<file path="src/verilog/instr_exec_pkg.sv">
// Purpose: shared constants and types for the return/option executor
// Assumes: 14-bit instruction words, 13-bit program counter
// Notes:   encodings are exact 14-bit patterns or masked compares
`default_nettype none

package instr_exec_pkg;

  // ==========================================================
  // widths and reset values
  localparam int          INSTR_W      = 14;
  localparam int          PC_W         = 13;
  localparam int          DATA_W       = 8;
  localparam int          STACK_DEPTH  = 8;
  localparam logic [12:0] PC_RST       = 13'h0000;
  localparam logic [7:0]  WREG_RST     = 8'h00;
  localparam logic [7:0]  OPTION_RST   = 8'hFF;
  localparam logic        INT_EN_RST   = 1'b0;
  localparam int          INT_EN_BIT   = 7;

  // ==========================================================
  // encodings
  localparam logic [13:0] OPT_LOAD_CODE = 14'h0062;
  localparam logic [13:0] RET_INT_CODE  = 14'h0009;
  localparam logic [13:0] NOP_MASK      = 14'h3F9F;
  localparam logic [13:0] NOP_CODE      = 14'h0000;
  localparam logic [13:0] RET_LIT_MASK  = 14'h3C00;
  localparam logic [13:0] RET_LIT_CODE  = 14'h3400;
  localparam logic [13:0] MOV_FILE_MASK = 14'h3F80;
  localparam logic [13:0] MOV_FILE_CODE = 14'h0080;
  localparam logic [6:0]  OPTION_FILE   = 7'h01;

  // ==========================================================
  // cycle counts
  localparam int RETURN_CYCLES = 2;

  typedef enum logic [2:0] {
    OP_OTHER,
    OP_NOP,
    OP_OPT_LOAD,
    OP_RET_INT,
    OP_RET_LIT,
    OP_MOV_FILE
  } op_e;

  typedef struct packed {
    op_e        op;
    logic [7:0] literal;
    logic [6:0] fileAddr;
  } decoded_s;

endpackage

`default_nettype wire

</file>
<file path="src/verilog/return_and_option_instr_exec.sv">
// Purpose: executes option-load, no-op and the two return instructions
// Assumes: instruction word comes from program memory on core_clk
// Notes:   returns stall fetch for one extra cycle while the pipe refills
`timescale 1ns/10ps
`default_nettype none

// Functional notes
// - The option-load word copies the working register into the option register and touches no flags.
// - A move-to-file aimed at the option register address also writes it, and its value is always readable.
// - Return-from-interrupt pops the return stack into the program counter and takes two cycles.
// - Return-from-interrupt sets the global interrupt enable bit, bit 7 of the interrupt control register.
// - Return-with-literal loads its eight-bit literal into the working register, ignoring bits 9 and 8.
// - Return-with-literal pops the return stack into the program counter and takes two cycles.
module return_and_option_instr_exec
#(
  parameter int STACK_DEPTH = instr_exec_pkg::STACK_DEPTH
)
(
  input  wire logic        core_clk,
  input  wire logic        nrst,
  input  wire logic [13:0] instrWord,
  input  wire logic        instrValid,
  input  wire logic        pushEn,
  input  wire logic [12:0] pushAddr,
  input  wire logic        wLoadEn,
  input  wire logic [7:0]  wLoadData,
  input  wire logic        intEnClr,
  output logic      [12:0] pc,
  output logic      [7:0]  wreg,
  output logic      [7:0]  optionReg,
  output logic      [7:0]  intCtrl,
  output logic             fetchStall,
  output logic             stackEmpty
);

  localparam int SP_W = $clog2(STACK_DEPTH);

  typedef enum logic { ST_EXEC, ST_REFILL } state_e;

  // ==========================================================
  // decode
  instr_exec_pkg::decoded_s dec;

  instr_decode u_decode
  (
    .instrWord (instrWord),
    .decoded   (dec)
  );

  state_e            state_r;
  state_e            state_nxt;
  logic [12:0]       pc_r;
  logic [12:0]       pc_nxt;
  logic [7:0]        wreg_r;
  logic [7:0]        wreg_nxt;
  logic [7:0]        option_r;
  logic [7:0]        option_nxt;
  logic [7:0]        intCtrl_r;
  logic [7:0]        intCtrl_nxt;
  logic [SP_W-1:0]   sp_r;
  logic [SP_W-1:0]   sp_nxt;
  logic [12:0]       stack_r [STACK_DEPTH];

  // ==========================================================
  // class match, gated by the execute slot; operands passed in so
  // the continuous assignments below see every change of them
  function automatic logic opIs
  (
    input logic                slot,
    input instr_exec_pkg::op_e have,
    input instr_exec_pkg::op_e want
  );
    return slot && (have == want);
  endfunction

  wire       exec     = instrValid && (state_r == ST_EXEC);
  wire       isOpt    = opIs(exec, dec.op, instr_exec_pkg::OP_OPT_LOAD);
  wire       isRetInt = opIs(exec, dec.op, instr_exec_pkg::OP_RET_INT);
  wire       isRetLit = opIs(exec, dec.op, instr_exec_pkg::OP_RET_LIT);
  wire       isMovOpt = opIs(exec, dec.op, instr_exec_pkg::OP_MOV_FILE)
                        && (dec.fileAddr == instr_exec_pkg::OPTION_FILE);
  wire       isReturn = isRetInt || isRetLit;
  // circular stack: top is the entry just below the pointer
  wire [SP_W-1:0] topIdx  = sp_r - SP_W'(1);
  wire [12:0]     topAddr = stack_r[topIdx];

  // ==========================================================
  // next state
  assign state_nxt = isReturn ? ST_REFILL : ST_EXEC;

  // a return wins over a push in the same cycle; both cannot be legal
  assign sp_nxt = isReturn ? topIdx :
                  pushEn   ? sp_r + SP_W'(1) :
                             sp_r;

  // any executed word that is not a return only steps the counter; with no word executed it holds
  assign pc_nxt = isReturn ? topAddr :
                  exec     ? pc_r + 13'h0001 :
                             pc_r;

  assign wreg_nxt = isRetLit ? dec.literal :
                    wLoadEn  ? wLoadData :
                               wreg_r;

  assign option_nxt = (isOpt || isMovOpt) ? wreg_r :
                                            option_r;

  // set from the return wins over a clear arriving in the same cycle
  always_comb
  begin
    intCtrl_nxt = intCtrl_r;
    if (intEnClr)
    begin
      intCtrl_nxt[instr_exec_pkg::INT_EN_BIT] = 1'b0;
    end
    if (isRetInt)
    begin
      intCtrl_nxt[instr_exec_pkg::INT_EN_BIT] = 1'b1;
    end
  end

  // ==========================================================
  // registers
  always_ff @(posedge core_clk or negedge nrst)
  begin
    if (!nrst)
    begin
      state_r   <= ST_EXEC;
      pc_r      <= instr_exec_pkg::PC_RST;
      sp_r      <= '0;
    end
    else
    begin
      state_r   <= state_nxt;
      pc_r      <= pc_nxt;
      sp_r      <= sp_nxt;
    end
  end

  // data registers seen by the rest of the core
  always_ff @(posedge core_clk or negedge nrst)
  begin
    if (!nrst)
    begin
      wreg_r    <= instr_exec_pkg::WREG_RST;
      option_r  <= instr_exec_pkg::OPTION_RST;
      intCtrl_r <= {instr_exec_pkg::INT_EN_RST, 7'h00};
    end
    else
    begin
      wreg_r    <= wreg_nxt;
      option_r  <= option_nxt;
      intCtrl_r <= intCtrl_nxt;
    end
  end

  // ==========================================================
  // return stack
  // stack storage needs no reset; only pointer state matters
  always_ff @(posedge core_clk)
  begin
    if (pushEn && !isReturn)
    begin
      stack_r[sp_r] <= pushAddr;
    end
  end

  // depth counter for the empty flag; the pointer wraps, this saturates
  logic [SP_W:0] depth_r;
  logic [SP_W:0] depth_nxt;
  wire           depthZero = (depth_r == '0);
  // a full stack overwritten by further pushes must still read full
  wire           depthFull = (depth_r == (SP_W+1)'(STACK_DEPTH));
  assign depth_nxt = isReturn ? (depthZero ? depth_r
                                           : depth_r - (SP_W+1)'(1)) :
                     (pushEn && !depthFull) ? depth_r + (SP_W+1)'(1) :
                                              depth_r;

  always_ff @(posedge core_clk or negedge nrst)
  begin
    if (!nrst)
    begin
      depth_r <= '0;
    end
    else
    begin
      depth_r <= depth_nxt;
    end
  end

  // ==========================================================
  // outputs, all registered
  // taken from the next-state values so the stall and the empty flag
  // appear right after the edge that caused them
  logic fetchStall_r;
  logic stackEmpty_r;

  always_ff @(posedge core_clk or negedge nrst)
  begin
    if (!nrst)
    begin
      fetchStall_r <= 1'b0;
      stackEmpty_r <= 1'b1;
    end
    else
    begin
      fetchStall_r <= (state_nxt == ST_REFILL);
      stackEmpty_r <= (depth_nxt == '0);
    end
  end

  assign pc         = pc_r;
  assign wreg       = wreg_r;
  assign optionReg  = option_r;
  assign intCtrl    = intCtrl_r;
  assign fetchStall = fetchStall_r;
  assign stackEmpty = stackEmpty_r;

endmodule // return_and_option_instr_exec

`default_nettype wire

</file>
<file path="src/verilog/instr_decode.sv">
// Purpose: classify one instruction word for the executor
// Assumes: word is stable in the cycle it is decoded
// Notes:   purely combinational
`timescale 1ns/10ps
`default_nettype none

module instr_decode
(
  input  wire logic [13:0]                 instrWord,
  output var instr_exec_pkg::decoded_s     decoded
);

  // ==========================================================
  // pattern matches
  wire isOptLoad = (instrWord == instr_exec_pkg::OPT_LOAD_CODE);
  wire isRetInt  = (instrWord == instr_exec_pkg::RET_INT_CODE);
  wire isNop     = ((instrWord & instr_exec_pkg::NOP_MASK)
                    == instr_exec_pkg::NOP_CODE);
  // bits 9:8 ignored on purpose
  wire isRetLit  = ((instrWord & instr_exec_pkg::RET_LIT_MASK)
                    == instr_exec_pkg::RET_LIT_CODE);
  wire isMovFile = ((instrWord & instr_exec_pkg::MOV_FILE_MASK)
                    == instr_exec_pkg::MOV_FILE_CODE);

  assign decoded.op = isOptLoad ? instr_exec_pkg::OP_OPT_LOAD :
                      isRetInt  ? instr_exec_pkg::OP_RET_INT  :
                      isNop     ? instr_exec_pkg::OP_NOP      :
                      isRetLit  ? instr_exec_pkg::OP_RET_LIT  :
                      isMovFile ? instr_exec_pkg::OP_MOV_FILE :
                                  instr_exec_pkg::OP_OTHER;
  assign decoded.literal  = instrWord[7:0];
  assign decoded.fileAddr = instrWord[6:0];

endmodule // instr_decode

`default_nettype wire

</file>
<file path="config.mk">
export PLATFORM = sky130hd
export DESIGN_NAME = return_and_option_instr_exec
export DESIGN_NICKNAME = d
export VERILOG_FILES = /design/src/verilog/instr_exec_pkg.sv /design/src/verilog/return_and_option_instr_exec.sv /design/src/verilog/instr_decode.sv
export SDC_FILE = /design/constraint.sdc
export NUM_CORES = 1
export LEC_CHECK = 0
export BUFFER_PORTS_ARGS = -buffer_cell sky130_fd_sc_hd__buf_2
export CAP_MARGIN = 20
export CORE_MARGIN = 2
export CORE_UTILIZATION = 60
export CTS_BUF_LIST = sky130_fd_sc_hd__clkbuf_4 sky130_fd_sc_hd__clkbuf_8
export CTS_CLUSTER_SIZE = 25
export DETAILED_ROUTE_END_ITERATION = 8
export GPL_ROUTABILITY_DRIVEN = 0
export PLACE_DENSITY = 0.83
export SYNTH_ARGS = -nofsm -noshare
export SYNTH_HDL_FRONTEND = slang
export SYNTH_SLANG_ARGS = --single-unit
</file>
<file path="constraint.sdc">
create_clock -name core_clk -period 3.4 [get_ports core_clk]
set_input_delay 0.17 -clock core_clk [delete_from_list [all_inputs] [get_ports core_clk]]
set_output_delay 0.17 -clock core_clk [all_outputs]
set_load 0.02 [all_outputs]
</file>
==> results.sh <==
export IMPL_yosysTopAreaCellShare=0.508
export IMPL_whs_ns=0.0263
export IMPL_dr_first_iter_drc_count=333
export IMPL_routed_wl_mm=12.6
export IMPL_max_slew_margin_rel=0.435
export IMPL_async_flop_share=0.273
export IMPL_post_place_ws_ns=0.798
export IMPL_grt_max_degree=40
export IMPL_hpwl_mm=8.29
export IMPL_regToRegSetupSlack_ns=0.79
export IMPL_status="finished, final reports clean"
export IMPL_synthAdderAreaFrac=0.0102
export IMPL_grt_remaining_overflow=0
export IMPL_swShare=0.341
export IMPL_clock_path_buffers=2
export IMPL_h_tree_depth=4
export IMPL_syn_area_per_cell_um2=15.9
export IMPL_holdBufCountCts=15
export IMPL_nFillCells=594
export IMPL_pwr_share_comb=0.349
export IMPL_dp_cells=587
export IMPL_muxShareOfSynthArea=0.146
export IMPL_syn_to_final_growth_pct=18.4
export IMPL_total_leakage_power_nw=2.73
export IMPL_startpoint_type="flop"
export IMPL_layout_setup_ws_ns=0.788
export IMPL_cts_setup_buffers=0
export IMPL_power_w=0.00598
export IMPL_power_frac_clock=0.247
export IMPL_worstSetupStartpoint="fetchStall"
export IMPL_synth_compound_area_frac=0.0675
export IMPL_synth_largest_area_cell="edfxtp_1"
export IMPL_final_nets=534
export IMPL_min_path_type="in -> reg"
export IMPL_timing_rr_start="fetchStall"
export IMPL_powerDensity_nw_per_um2=820
export IMPL_crit_required_ns=3.77
export IMPL_maxCapViolations=0
export IMPL_ctsResizeCount=0
export IMPL_viasPerCell=5.89
export IMPL_synth_top_cells_by_count="edfxtp_1, dfrtp_1, mux4_2, nand2_1, o21ai_0"
export IMPL_final_max_slew_viol_count=0
export IMPL_yosys_most_used_dff="edfxtp_1"
export IMPL_synthSimpleGateAreaFrac=0.0681
export IMPL_crit_fanout=22
export IMPL_crit_path_end="stackEmpty"
export IMPL_dieArea_um2=11100
export IMPL_synth_most_common_cell="edfxtp_1"
export IMPL_crit_type="reg -> reg"
export IMPL_antenna_found_initial=0
export IMPL_setup_tns_ns=0
export IMPL_rsz0062_at_grt="false"
export IMPL_fp_coreArea_um2=9860
export IMPL_rr_endpoint="stackEmpty"
export IMPL_firstDrtPassIters=4
export IMPL_synth_edf_count=104
export IMPL_num_antenna_cells=0
export IMPL_insertion_delay_ns=0.44
export IMPL_rows=36
export IMPL_path_clk_slew_ns=0.08
export IMPL_cts_tree="yes"
export IMPL_finalSetupViolCount=0
export IMPL_clock_fmax_ghz=0.383
export IMPL_finalNonFillerCells=634
export IMPL_reg2regPathDepth=7
export IMPL_synthTopCellsByArea="edfxtp_1, dfrtp_1, mux4_2"
export IMPL_drcViolationCount=0
export IMPL_setup_worst_path_end_class="flop"
export IMPL_pwr_share_seq=0.404
export IMPL_syn_area_um2=6150
export IMPL_period_share=0.768
export IMPL_synth_top_family_by_area="multiplexers"
export IMPL_grt_pass1_vias=3796
export IMPL_numCtsBuffers=17
export IMPL_grt_usage=0.244
export IMPL_ys_seq_elements=143
export IMPL_ant_nets=0
export IMPL_power_net_switching_w=0.00204
export IMPL_cts_sinks=143
export IMPL_vias=3736
export IMPL_synthXorXnorAreaFrac=0.00834
export IMPL_grt_pass1_wl_mm=20.1
export IMPL_syn_inst=388
export IMPL_ios=80
export IMPL_intPower_w=0.00394
export IMPL_fin_crit_ns=2.61
export IMPL_start_util=0.624
export IMPL_drive_above_1_share=0.367
export IMPL_worstMarginPinSlew_ns=0.848
export IMPL_yosysSeqAreaShare=0.668
export IMPL_ys_types=54
export IMPL_yosysWarnings=0
export IMPL_arrival_ns=2.99
export IMPL_die_h_um=105
export IMPL_avgRoutedWirePerCell_um=19.9
export IMPL_clock_root_buffer="clkbuf_8"
export IMPL_hold_violations=0
export IMPL_clock_skew_ns=0.0123
export IMPL_die_w_um=105
export IMPL_ir_worst_vdd_uv=515
export IMPL_port_buffers=72
[state kept, by name, summed over array words and instances, names as in the netlist]
| signal | count |
|---|---|
| pc | 13 |
| wreg | 8 |
| intCtrl | 1 |
| optionReg | 8 |
| fetchStall | 1 |
| depth_r | 4 |
| stack_r | 104 |
| stackEmpty | 1 |
| sp_r | 3 |
[layout make-up]
type	count	area [µm²]	area share
flip-flops and latches	143	4110	0.564
well taps	133	166	0.0228
clock buffers	18	241	0.0331
multi-input cells	216	1910	0.262
inverters	9	33.8	0.00464
repair buffers	101	616	0.0845
clock inverters	14	206	0.0283
[metal layers]
metal | part of all wire | vias to the layer above | wire length, µm | GRT usage
li1 | - | 1697 | - | -
met1 | 0.39 | 1827 | 4880 | 0.310
met2 | 0.52 | 181 | 6540 | 0.402
met3 | 0.063 | 31 | 790 | 0.0618
met4 | 0.031 | 0 | 396 | 0.107
met5 | 0 | - | 0 | 0
[metrics by stage]
stage	utilization	cell area, µm²
floorplan	-	6180
global placement	0.678	6690
detailed placement	0.678	6690
CTS	0.739	7290
global route	0.739	7290
finish	0.739	7290
[critical path, stage by stage, from the launching register on]
cell	delay, ns
dfrtp_1	0.41
nand2b_1	0.46
nor4_4	0.48
a31oi_4	0.23
inv_2	0.37
mux2i_1	0.33
xnor2_2	0.10
nor3b_2	0.16
[cell families (layout without fill, tap and decap cells)]
logic type / Yosys count / count (layout)
compound gates: 67 / 67
xor+xnor: 5 / 5
fa+ha+maj: 5 / 5
buf+inv: 35 / 142
flops: 143 / 143
mux: 56 / 56
other cells: 1 / 7
simple gates: 76 / 76
[power by group through the flow]
stage / Combinational, W / Sequential, W / Clock [W]
after floorplan: 0.00136 / 0.00248 / 0
after global placement: 0.00201 / 0.00242 / 0
after detailed placement: 0.00206 / 0.00244 / 0
after CTS: 0.00209 / 0.00241 / 0.00150
after global routing: 0.00223 / 0.00244 / 0.00157
final: 0.00208 / 0.00242 / 0.00148
[how the worst min path moves through the flow]
stage	slack [ns]	cells past startpoint	end	from
final	0.03	1	stack_r[0][6]	pushAddr[6]
after global routing	0.01	1	stack_r[2][6]	pushAddr[6]
after CTS	0.0001	3	wreg[5]	wLoadData[5]
after detailed placement	0.32	1	pc[6]	nrst
after global placement	0.31	1	pc[6]	nrst
after floorplan	-0.13	0	depth_r[0]	nrst
[layout by cell type (no fill, tap or decap), types with 3 or more instances in the layout]
cell type	synthesis	routed
a21oi_1	22	22
a31oi_1	5	5
buf_2	7	72
buf_4	9	14
bufinv_16	0	4
clkbuf_8	0	17
clkinv_4	0	4
clkinvlp_4	0	3
conb_1	1	7
dfrtp_1	30	29
dfstp_2	9	9
dlygate4sd3_1	0	15
edfxtp_1	104	104
ha_1	5	5
inv_1	8	8
mux2_2	11	11
mux2i_1	18	18
mux4_2	26	26
nand2_1	25	25
nand3_1	9	9
nand4_1	4	4
nor2_1	12	12
nor2b_1	3	3
nor3_1	7	3
nor3_2	1	5
o21ai_0	23	23
o22ai_1	3	3
(Power assumes the default switching activity.)
